==> src/shared/ascan_pkg.sv <==
// Shared constants and carriers for the converter scan control block
package ascan_pkg;

    ////////////////////////////////////////////////////////////////////////////////
    // Analog control word, one field for each scanned control line
    typedef struct packed {
        logic       switchcap_clock;          // Switched-capacitor filter clock
        logic       amp_to_comp_enable;       // Amplifier path to the comparator
        logic       neg_bandgap_enable;       // Band-gap on the comparator's negative side
        logic       adc_power_enable;         // Converter power-on
        logic       amp_power_enable;         // Differential amplifier power-on
        logic [9:0] dac_value;                // Comparison value, bit 0 lowest
        logic       amp_bypass_select;        // Channels 0-3 around the amplifier
        logic       neg_input_ground_enable;  // Negative input tied to ground
        logic       sample_hold;              // Low tracks, high holds
        logic       bandgap_ref_select;       // Band-gap as converter reference
        logic [7:0] channel_select_bit;       // Input multiplexer selects
        logic [2:0] neg_input_select;         // Negative-side multiplexer select
        logic       amp_pass_gate_enable;     // Amplifier pass gate
        logic       latch_precharge_n;        // Low precharges the output latch
        logic       switchcap_probe_enable;   // Amplifier output to channel 4 pin
        logic       amp_quick_settle;         // Settle assist
        logic       supply_ref_select;        // Supply as converter reference
    } ascan_ctrl_s;

    // Scan pins from the test controller, all on the test clock
    typedef struct packed {
        logic tck;
        logic tdi;
        logic capture_dr;
        logic shift_dr;
        logic update_dr;
    } ascan_scan_s;

    ////////////////////////////////////////////////////////////////////////////////
    // Widths
    localparam int unsigned ASCAN_CTRL_W  = $bits(ascan_ctrl_s);
    localparam int unsigned ASCAN_CHAIN_W = ASCAN_CTRL_W + 1;
    localparam int unsigned ASCAN_SCAN_W  = $bits(ascan_scan_s);
    localparam int unsigned ASCAN_SYNC_W  = ASCAN_SCAN_W + 1;
    localparam int unsigned ASCAN_CNT_W   = 16;

    // Idle levels: bypass, hold, mux bit 0, pass gate and precharge high
    localparam ascan_ctrl_s ASCAN_IDLE = '{
        switchcap_clock:         1'h0,
        amp_to_comp_enable:      1'h0,
        neg_bandgap_enable:      1'h0,
        adc_power_enable:        1'h0,
        amp_power_enable:        1'h0,
        dac_value:               10'h000,
        amp_bypass_select:       1'h1,
        neg_input_ground_enable: 1'h0,
        sample_hold:             1'h1,
        bandgap_ref_select:      1'h0,
        channel_select_bit:      8'h01,
        neg_input_select:        3'h0,
        amp_pass_gate_enable:    1'h1,
        latch_precharge_n:       1'h1,
        switchcap_probe_enable:  1'h0,
        amp_quick_settle:        1'h0,
        supply_ref_select:       1'h0
    };

    ////////////////////////////////////////////////////////////////////////////////
    // Register byte offsets
    localparam logic [11:0] ASCAN_OFS_CTRL    = 12'h000;
    localparam logic [11:0] ASCAN_OFS_STATUS  = 12'h004;
    localparam logic [11:0] ASCAN_OFS_WORD_LO = 12'h008;
    localparam logic [11:0] ASCAN_OFS_WORD_HI = 12'h00C;
    localparam logic [11:0] ASCAN_OFS_COUNT   = 12'h010;

    // Field positions
    localparam int unsigned ASCAN_CTRL_SCAN_EN  = 0;
    localparam int unsigned ASCAN_ST_CONFLICT   = 0;
    localparam int unsigned ASCAN_ST_HOLD_VIOL  = 1;
    localparam int unsigned ASCAN_ST_COMP       = 2;
    localparam int unsigned ASCAN_ST_AMP_ACTIVE = 3;

    // Values after reset
    localparam logic                   ASCAN_RST_SCAN_EN = 1'h1;
    localparam logic [ASCAN_CNT_W-1:0] ASCAN_RST_COUNT   = 16'h0000;

endpackage : ascan_pkg

==> src/core/ascan_sync.sv <==
// Two-flop synchroniser for a group of independent levels
`timescale 1ns/100ps
module ascan_sync #(
    parameter int unsigned W = 1
) (
    // Clock and reset
    input  wire logic         clk,
    input  wire logic         sys_rst,
    // Levels
    input  wire logic [W-1:0] async_i,
    output logic      [W-1:0] sync_o
);

    logic [W-1:0] meta_q;

    ////////////////////////////////////////////////////////////////////////////////
    // One pair of flops per bit; the first is read by the second only
    genvar gi;
    generate
        for (gi = 0; gi < W; gi++)
        begin : g_bit
            always_ff @(posedge clk)
            begin
                if (sys_rst)
                begin
                    meta_q[gi] <= 1'h0;
                    sync_o[gi] <= 1'h0;
                end
                else
                begin
                    meta_q[gi] <= async_i[gi];
                    sync_o[gi] <= meta_q[gi];
                end
            end
        end
    endgenerate

endmodule : ascan_sync

==> src/core/ascan_ctrl.sv <==
// Converter scan control: boundary cells, update stage and APB status
//
// Overview of operation
// - Comparison value on separate bits, bit zero up
// - Bypass select routes channels 0-3 around amplifier
// - Ground enable grounds negative input while true
// - Hold low tracks, hold high freezes
// - Band-gap select feeds converter reference
// - Three-bit negative-side multiplexer select
// - Pass-gate enable opens amplifier pass gate
// - Precharge strobe low precharges output latch
// - Probe enable sends amplifier output to channel 4
// - Supply select uses supply as reference
// - Switched-capacitor clock drives amplifier filter stages
// - Amplifier power enable powers the amplifier
//
// Local design decisions: the placing of the registers and the APB interface to the registers.
`timescale 1ns/100ps
module ascan_ctrl (
    // Clock and reset
    input  wire logic                   clk,
    input  wire logic                   sys_rst,
    // APB slave
    input  wire logic                   psel,
    input  wire logic                   penable,
    input  wire logic                   pwrite,
    input  wire logic [11:0]            paddr,
    input  wire logic [31:0]            pwdata,
    output logic      [31:0]            prdata,
    output logic                        pready,
    output logic                        pslverr,
    // Scan pins from the test controller
    input  wire ascan_pkg::ascan_scan_s scan_i,
    output logic                        tdo,
    // Analog converter macro
    input  wire logic                   comp_i,
    output ascan_pkg::ascan_ctrl_s      ana_o
);
    import ascan_pkg::*;

    ////////////////////////////////////////////////////////////////////////////////
    // Declarations
    logic [ASCAN_SYNC_W-1:0]  sync_w;
    ascan_scan_s              scan_s;
    logic                     comp_s;
    logic                     tck_prev_q;
    logic                     tck_rise;
    logic                     tck_fall;
    logic [ASCAN_CHAIN_W-1:0] chain_q;
    ascan_ctrl_s              chain_word;
    logic                     upd_evt;
    ascan_ctrl_s              ctrl_q;
    logic                     tdo_q;
    logic                     scan_en_q;
    logic                     conflict_q;
    logic                     hold_viol_q;
    logic                     conflict_set;
    logic                     hold_viol_set;
    logic [ASCAN_CNT_W-1:0]   count_q;
    logic [31:0]              prdata_q;
    logic                     pready_q;
    logic                     pslverr_q;
    logic                     apb_done;
    logic                     wr_evt;
    logic [31:0]              rd_data;
    logic                     rd_err;
    logic [63:0]              word_ext;

    ////////////////////////////////////////////////////////////////////////////////
    // Pin synchronisers; the test clock is sampled, not used as a clock
    ascan_sync #(
        .W       (ASCAN_SYNC_W)
    ) u_sync (
        .clk     (clk),
        .sys_rst (sys_rst),
        .async_i ({scan_i, comp_i}),
        .sync_o  (sync_w)
    );

    assign scan_s = sync_w[ASCAN_SYNC_W-1:1];
    assign comp_s = sync_w[0];

    // Edge finder on the synchronised test clock
    always_ff @(posedge clk)
    begin
        if (sys_rst)
            tck_prev_q <= 1'h0;
        else
            tck_prev_q <= scan_s.tck;
    end

    assign tck_rise = scan_s.tck & ~tck_prev_q;
    assign tck_fall = ~scan_s.tck & tck_prev_q;

    ////////////////////////////////////////////////////////////////////////////////
    // Scan cells: bit 0 observes the comparator, bits above carry controls
    always_ff @(posedge clk)
    begin
        if (sys_rst)
            chain_q <= {ASCAN_IDLE, 1'h0};
        else if (scan_en_q && tck_rise)
        begin
            if (scan_s.capture_dr)
                chain_q <= {ctrl_q, comp_s};
            else if (scan_s.shift_dr)
                chain_q <= {scan_s.tdi, chain_q[ASCAN_CHAIN_W-1:1]};
        end
    end

    // Serial out changes on the falling test clock edge
    always_ff @(posedge clk)
    begin
        if (sys_rst)
            tdo_q <= 1'h0;
        else if (tck_fall)
            tdo_q <= chain_q[0];
    end

    ////////////////////////////////////////////////////////////////////////////////
    // Update stage: the whole control word moves in one cycle
    assign chain_word = chain_q[ASCAN_CHAIN_W-1:1];
    assign upd_evt    = scan_en_q & tck_fall & scan_s.update_dr;

    // Controls are plain levels; the analog macro routes them
    always_ff @(posedge clk)
    begin
        if (sys_rst)
            ctrl_q <= ASCAN_IDLE;
        else if (upd_evt)
            ctrl_q <= chain_word;
    end

    // Field by field onto the macro, bit positions unchanged
    always_comb
    begin
        ana_o                         = ctrl_q;
        ana_o.dac_value               = ctrl_q.dac_value;
        ana_o.amp_bypass_select       = ctrl_q.amp_bypass_select;
        ana_o.neg_input_ground_enable = ctrl_q.neg_input_ground_enable;
        ana_o.sample_hold             = ctrl_q.sample_hold;
        ana_o.bandgap_ref_select      = ctrl_q.bandgap_ref_select;
        ana_o.neg_input_select        = ctrl_q.neg_input_select;
        ana_o.amp_pass_gate_enable    = ctrl_q.amp_pass_gate_enable;
        ana_o.latch_precharge_n       = ctrl_q.latch_precharge_n;
        ana_o.switchcap_probe_enable  = ctrl_q.switchcap_probe_enable;
        ana_o.supply_ref_select       = ctrl_q.supply_ref_select;
        ana_o.switchcap_clock         = ctrl_q.switchcap_clock;
        ana_o.amp_power_enable        = ctrl_q.amp_power_enable;
    end

    assign tdo = tdo_q;

    ////////////////////////////////////////////////////////////////////////////////
    // Hazard watch: two negative paths at once can damage the macro
    assign conflict_set = ctrl_q.neg_input_ground_enable & ctrl_q.neg_bandgap_enable;

    // Hold raised with amplifier powered but its clock low
    assign hold_viol_set = upd_evt & chain_word.sample_hold & ~ctrl_q.sample_hold
                         & chain_word.amp_power_enable & ~chain_word.switchcap_clock;

    // Sticky, write one to clear; a new event wins over the clear
    always_ff @(posedge clk)
    begin
        if (sys_rst)
            conflict_q <= 1'h0;
        else if (conflict_set)
            conflict_q <= 1'h1;
        else if (wr_evt && paddr == ASCAN_OFS_STATUS && pwdata[ASCAN_ST_CONFLICT])
            conflict_q <= 1'h0;
    end

    always_ff @(posedge clk)
    begin
        if (sys_rst)
            hold_viol_q <= 1'h0;
        else if (hold_viol_set)
            hold_viol_q <= 1'h1;
        else if (wr_evt && paddr == ASCAN_OFS_STATUS && pwdata[ASCAN_ST_HOLD_VIOL])
            hold_viol_q <= 1'h0;
    end

    // Update counter, wraps; lets software see scan activity
    always_ff @(posedge clk)
    begin
        if (sys_rst)
            count_q <= ASCAN_RST_COUNT;
        else if (upd_evt)
            count_q <= count_q + 16'h0001;
    end

    ////////////////////////////////////////////////////////////////////////////////
    // APB: one wait state so read data leaves a flop
    assign apb_done = psel & penable & pready_q;
    assign wr_evt   = apb_done & pwrite;
    assign word_ext = {{(64 - ASCAN_CTRL_W){1'h0}}, ctrl_q};

    // Read decode; unmapped offsets answer with an error
    always_comb
    begin
        rd_data = 32'h0000_0000;
        rd_err  = 1'h0;
        case (paddr)
            ASCAN_OFS_CTRL:
                rd_data[ASCAN_CTRL_SCAN_EN] = scan_en_q;
            ASCAN_OFS_STATUS:
            begin
                rd_data[ASCAN_ST_CONFLICT]   = conflict_q;
                rd_data[ASCAN_ST_HOLD_VIOL]  = hold_viol_q;
                rd_data[ASCAN_ST_COMP]       = comp_s;
                rd_data[ASCAN_ST_AMP_ACTIVE] = ctrl_q.amp_power_enable;
            end
            ASCAN_OFS_WORD_LO:
                rd_data = word_ext[31:0];
            ASCAN_OFS_WORD_HI:
                rd_data = word_ext[63:32];
            ASCAN_OFS_COUNT:
                rd_data[ASCAN_CNT_W-1:0] = count_q;
            default:
                rd_err = 1'h1;
        endcase
    end

    // Ready rises one cycle into the access phase, then drops
    always_ff @(posedge clk)
    begin
        if (sys_rst)
        begin
            pready_q  <= 1'h0;
            pslverr_q <= 1'h0;
            prdata_q  <= 32'h0000_0000;
        end
        else if (psel && penable && !pready_q)
        begin
            pready_q  <= 1'h1;
            pslverr_q <= rd_err;
            prdata_q  <= pwrite ? 32'h0000_0000 : rd_data;
        end
        else
        begin
            pready_q  <= 1'h0;
            pslverr_q <= 1'h0;
            prdata_q  <= 32'h0000_0000;
        end
    end

    // Scan enable: off freezes cells and update stage
    always_ff @(posedge clk)
    begin
        if (sys_rst)
            scan_en_q <= ASCAN_RST_SCAN_EN;
        else if (wr_evt && paddr == ASCAN_OFS_CTRL)
            scan_en_q <= pwdata[ASCAN_CTRL_SCAN_EN];
    end

    assign prdata  = prdata_q;
    assign pready  = pready_q;
    assign pslverr = pslverr_q;

    ////////////////////////////////////////////////////////////////////////////////
    // Checks
    property p_idle_after_reset;
        @(posedge clk) sys_rst |=> (ctrl_q == ASCAN_IDLE);
    endproperty
    a_idle_after_reset: assert property (p_idle_after_reset)
        else $error("control word not idle after reset");

    property p_update_loads;
        @(posedge clk) disable iff (sys_rst) upd_evt |=> (ctrl_q == $past(chain_word));
    endproperty
    a_update_loads: assert property (p_update_loads)
        else $error("update did not load the scanned word");

    property p_no_update_stable;
        @(posedge clk) disable iff (sys_rst) !upd_evt |=> $stable(ctrl_q);
    endproperty
    a_no_update_stable: assert property (p_no_update_stable)
        else $error("control word moved without an update");

    property p_dac_follows;
        @(posedge clk) disable iff (sys_rst) upd_evt |=> (ana_o.dac_value == 10'($past(chain_q) >> 21));
    endproperty
    a_dac_follows: assert property (p_dac_follows)
        else $error("comparison value not on its bit lines");

    property p_hold_viol;
        @(posedge clk) disable iff (sys_rst)
            (upd_evt && chain_word.sample_hold && !ctrl_q.sample_hold
             && chain_word.amp_power_enable && !chain_word.switchcap_clock) |=> hold_viol_q [*2];
    endproperty
    a_hold_viol: assert property (p_hold_viol)
        else $error("hold raised with amplifier clock low not flagged");

    property p_conflict;
        @(posedge clk) disable iff (sys_rst)
            (ana_o.neg_input_ground_enable && ana_o.neg_bandgap_enable) |=> conflict_q;
    endproperty
    a_conflict: assert property (p_conflict)
        else $error("negative path conflict not flagged");

    property p_apb_wait;
        @(posedge clk) disable iff (sys_rst) $rose(psel && penable) |-> !pready ##1 pready;
    endproperty
    a_apb_wait: assert property (p_apb_wait)
        else $error("ready not given after one wait state");

    property p_frozen_when_off;
        @(posedge clk) disable iff (sys_rst) !scan_en_q |=> $stable(chain_q) && $stable(ana_o);
    endproperty
    a_frozen_when_off: assert property (p_frozen_when_off)
        else $error("scan cells moved while disabled");

    property p_hold_only_on_update;
        @(posedge clk) disable iff (sys_rst) $changed(ana_o.sample_hold) |-> $past(upd_evt);
    endproperty
    a_hold_only_on_update: assert property (p_hold_only_on_update)
        else $error("hold strobe changed outside an update");

    // Capture must see the live controls and comparator, not a stale copy
    property p_capture_loads;
        @(posedge clk) disable iff (sys_rst)
            (scan_en_q && tck_rise && scan_s.capture_dr) |=> (chain_q == {$past(ctrl_q), $past(comp_s)});
    endproperty
    a_capture_loads: assert property (p_capture_loads)
        else $error("capture did not load controls and comparator");

    property p_shift_enters_top;
        @(posedge clk) disable iff (sys_rst)
            (scan_en_q && tck_rise && !scan_s.capture_dr && scan_s.shift_dr)
            |=> (chain_q[ASCAN_CHAIN_W-1] == $past(scan_s.tdi));
    endproperty
    a_shift_enters_top: assert property (p_shift_enters_top)
        else $error("serial input bit not shifted into the top cell");

    property p_tdo_on_fall;
        @(posedge clk) disable iff (sys_rst) tck_fall |=> (tdo == $past(chain_q[0]));
    endproperty
    a_tdo_on_fall: assert property (p_tdo_on_fall)
        else $error("serial output not taken on the falling test clock");

    property p_count_step;
        @(posedge clk) disable iff (sys_rst) upd_evt |=> (count_q == $past(count_q) + 16'h0001);
    endproperty
    a_count_step: assert property (p_count_step)
        else $error("update counter did not step once per update");

    property p_ready_pulse;
        @(posedge clk) disable iff (sys_rst) pready |=> !pready;
    endproperty
    a_ready_pulse: assert property (p_ready_pulse)
        else $error("ready stood for more than one cycle");

endmodule : ascan_ctrl

==> config.mk <==
export PLATFORM = sky130hd
export DESIGN_NAME = ascan_ctrl
export DESIGN_NICKNAME = d
export VERILOG_FILES = /design/src/shared/ascan_pkg.sv /design/src/core/ascan_sync.sv /design/src/core/ascan_ctrl.sv
export SDC_FILE = /design/constraint.sdc
export NUM_CORES = 1
export LEC_CHECK = 0
export ABC_AREA = 1
export BUFFER_PORTS_ARGS = -buffer_cell sky130_fd_sc_hd__buf_2
export CAP_MARGIN = 20
export CORE_AREA = 10 10 159 161
export CTS_CLUSTER_DIAMETER = 200
export DETAILED_ROUTE_END_ITERATION = 8
export DIE_AREA = 0 0 169 171
export GPL_TIMING_DRIVEN = 0
export HOLD_SLACK_MARGIN = 0.05
export PLACE_DENSITY_LB_ADDON = 0.1
export SLEW_MARGIN = 20
export SYNTH_ARGS = -nofsm -noshare
export SYNTH_HDL_FRONTEND = slang
export SYNTH_SLANG_ARGS = --single-unit
==> constraint.sdc <==
create_clock -name clk -period 1.8 [get_ports clk]
set_input_delay 0.36 -clock clk [delete_from_list [all_inputs] [get_ports clk]]
set_output_delay 0.36 -clock clk [all_outputs]
set_load 0.01 [all_outputs]
==> flow_summary.yaml <==
place:
  placed_area_sq_mm: 0.006272
  dp_hpwl_mm: 13.34
  io_buffers: 93
  dp_slack_ns: -0.08805
  dp_cells: 1088
  gp_congestion: 0.7726
setup_path:
  critPathLaunchType: "flop"
  cp_max_fo: 4
  crit_path_end_kind: "flop"
  r2r_cells: 6
  required_ns: 2.12
  worst-setup-path-type: "reg2reg"
  cp.arrival_ns: 1.95
sta:
  slew_viol_final: 0
  post-route-period-util: 0.9067
  slew_headroom: 0.5641
  timing.hold.ws_ns: 0.1377
  clock.fmax_ghz: 0.6127
  worst_slew_pin_slew_ns: 0.6539
  finalHoldViolations: 0
  rsz0062_at_grt: "no"
  setup_viol: 0
  tns_ns: 0
  setup_slack_ns: 0.1679
  finalClockSkew_ns: 0.01104
  fin_crit_ns: 1.632
grt:
  grt_pass1_wl_mm: 27.97
  grt_pass1_vias: 4813
  antenna_found_initial: 0
  track_usage: 0.1250
  grt-ovfl-total: 0
  grt_max_degree: 17
clock_network:
  cts-root-buf: "clkbuf_16"
  cts_hold_buf: 0
  clk_latency_ns: 0.43
  post_cts_buffers: 0
  cts_resized: 0
  cts_buffers: 17
  path_clk_slew_ns: 0.06
  cts_tree: "built"
  clock-sinks: 138
  cts_buffer_depth: 2
  cts-htree-levels: 4
synth:
  synth-compound-area-share: 0.1995
  synth-simple-area-share: 0.1816
  synth_seq_area_share: 0.5069
  synth_area_leaders: "dfxtp_1 (51%), o21ai_0 (11%), a21oi_1 (7.0%), inv_1 (7.0%), nand2_1 (5.4%)"
  synth_cells: 710
  synth_flop_cell: "dfxtp_1"
  ys_ff_latch: 138
  synth_warnings: 0
  synth_area_sq_mm: 0.005450
  muxShareOfSynthArea: 0.001837
  synth_top_area_cell: "dfxtp_1"
  synth_top_family_by_area: "compound AO/OA/AOI/OAI gates"
  synth_most_common_cell: "dfxtp_1"
  synthAdderAreaFrac: 0.002296
  synth_edf_count: 0
  synthArstFlopShare: 0
  syn_area_per_cell_sq_um: 7.676
  synth_top_area_share: 0.5069
  yosys.area_share.xor_xnor: 0.001607
  syn_nets: 766
  ys_types: 31
  ys_top_cells_by_count: "dfxtp_1 (138), o21ai_0 (115), inv_1 (101), nand2_1 (79), a21oi_1 (76)"
worst_hold_path:
  holdCritPathClass: "in2reg"
  hold_path_depth: 3
layout:
  syn_to_final_growth_pct: 27.27
  final_area_sq_mm: 0.006937
  drive_above_1_share: 0.1988
  layout.cells.non_filler: 1120
  antenna_cells: 0
  num-nets-final: 878
route:
  drt-total-wl_mm: 17.68
  viasPerCell: 4.341
  wl_per_cell_um: 15.79
  ant_nets: 0
  post-route-drc-count: 0
  drt_pass1_iterations: 4
  num_vias: 4862
  drt_iter0_drc: 207
floorplan:
  num_rows: 55
  core_area_sq_mm: 0.02223
  dieArea_sq_mm: 0.02890
  initial_core_util: 0.2452
  die_x_um: 169
  ios: 125
  die_y_um: 171
power:
  p_sw_frac: 0.2256
  comb_power_share: 0.034
  leakagePower_nw: 2.890
  p_switching_w: 0.001650
  vdd_ir_drop_max_mv: 0.5414
  p_per_area_mw_per_mm2: 1054
  power_frac_seq: 0.425
  p_int_w: 0.005664
  power.share.clock: 0.541
outcome:
  outcome: "finished, final reports clean"
run:
  cap_violations: 0
==> power groups by stage <==
stage          Combinational, W  Sequential, W  Clock, W
2_1_floorplan          0.000146        0.00318         0
3_3_place_gp           0.000252        0.00318         0
3_5_place_dp           0.000251        0.00318         0
4_1_cts                0.000252        0.00311   0.00405
5_1_grt                0.000282        0.00311   0.00418
6_report               0.000246        0.00311   0.00396
==> metal layers <==
metal / global-route usage / share of wire / vias up
met4: 0.03902 / 0.012 / 0
met3: 0.03189 / 0.042 / 15
met1: 0.1594 / 0.47 / 2231
met2: 0.2026 / 0.47 / 78
li1: - / - / 2538
met5: 0 / 0 / -
==> kinds of logic (layout without fill, tap and decap cells) <==
kind of cell	count (synthesis)	count (layout)
buf+inv	143	268
compound gates	211	211
fa+ha+maj	1	1
flops	138	138
mux	1	1
simple gates	215	215
xor+xnor	1	1
==> flip-flops by register name (all words and copies together) (netlist names) <==
name,count
u_sync.sync_o,6
pready,1
count_q,16
tdo,1
pslverr,1
hold_viol_q,1
u_sync.meta_q,6
chain_q,36
prdata,32
scan_en_q,1
ana_o,35
conflict_q,1
tck_prev_q,1
==> cell type report <==
cell class / instances / area, sq um
timing repair buffer: 93 / 465.4
tap: 285 / 356.6
clock inverter: 15 / 237.7
sequential: 138 / 2763
multi-input combinational: 429 / 2108
fill: 2415 / 15290
clock buffer: 17 / 425.4
buffer: 38 / 185.2
inverter: 105 / 395.4
==> cell usage in the layout (no fill, tap or decap), drive strengths merged <==
master    Yosys  layout
buf          19     112
nor2         78      78
xnor2         1       1
a21oi        76      76
nand2        85      85
clkinvlp      0       2
nand4         7       7
bufinv        0       5
nor3          8       8
a31oi         2       2
clkbuf       19      36
o21bai        1       1
clkinv        1       3
nand3        37      37
dfxtp       138     138
mux2i         1       1
inv         104     110
ha            1       1
o21ai       123     123
o211ai        9       9
==> worst max-delay path, stage by stage, from the launching register on <==
cell,delay (ns)
dfxtp_1,0.40
ha_1,0.28
nand3_1,0.10
nor3_1,0.47
nand4_1,0.15
nand2_1,0.09
nor2_1,0.04
==> through the flow <==
step	total power [W]	util
2_1_floorplan	0.003323	-
3_3_place_gp	0.003431	0.2822
3_5_place_dp	0.003430	0.2822
4_1_cts	0.007415	0.3120
5_1_grt	0.007578	0.3121
6_report	0.007314	0.3121
==> path summary, 6_finish.rpt <==
check	slack, ns	end	from
worst max register to register	0.17	count_q[14]$_SDFFE_PP0N_	count_q[0]$_SDFFE_PP0N_
worst max-delay path	0.17	count_q[14]$_SDFFE_PP0N_	count_q[0]$_SDFFE_PP0N_
worst min register to register	0.40	u_sync.sync_o[1]$_SDFF_PP0_	u_sync.meta_q[1]$_SDFF_PP0_
worst min-delay path	0.14	u_sync.meta_q[1]$_SDFF_PP0_	scan_i[0]
Power figures use the tool's default switching activity.
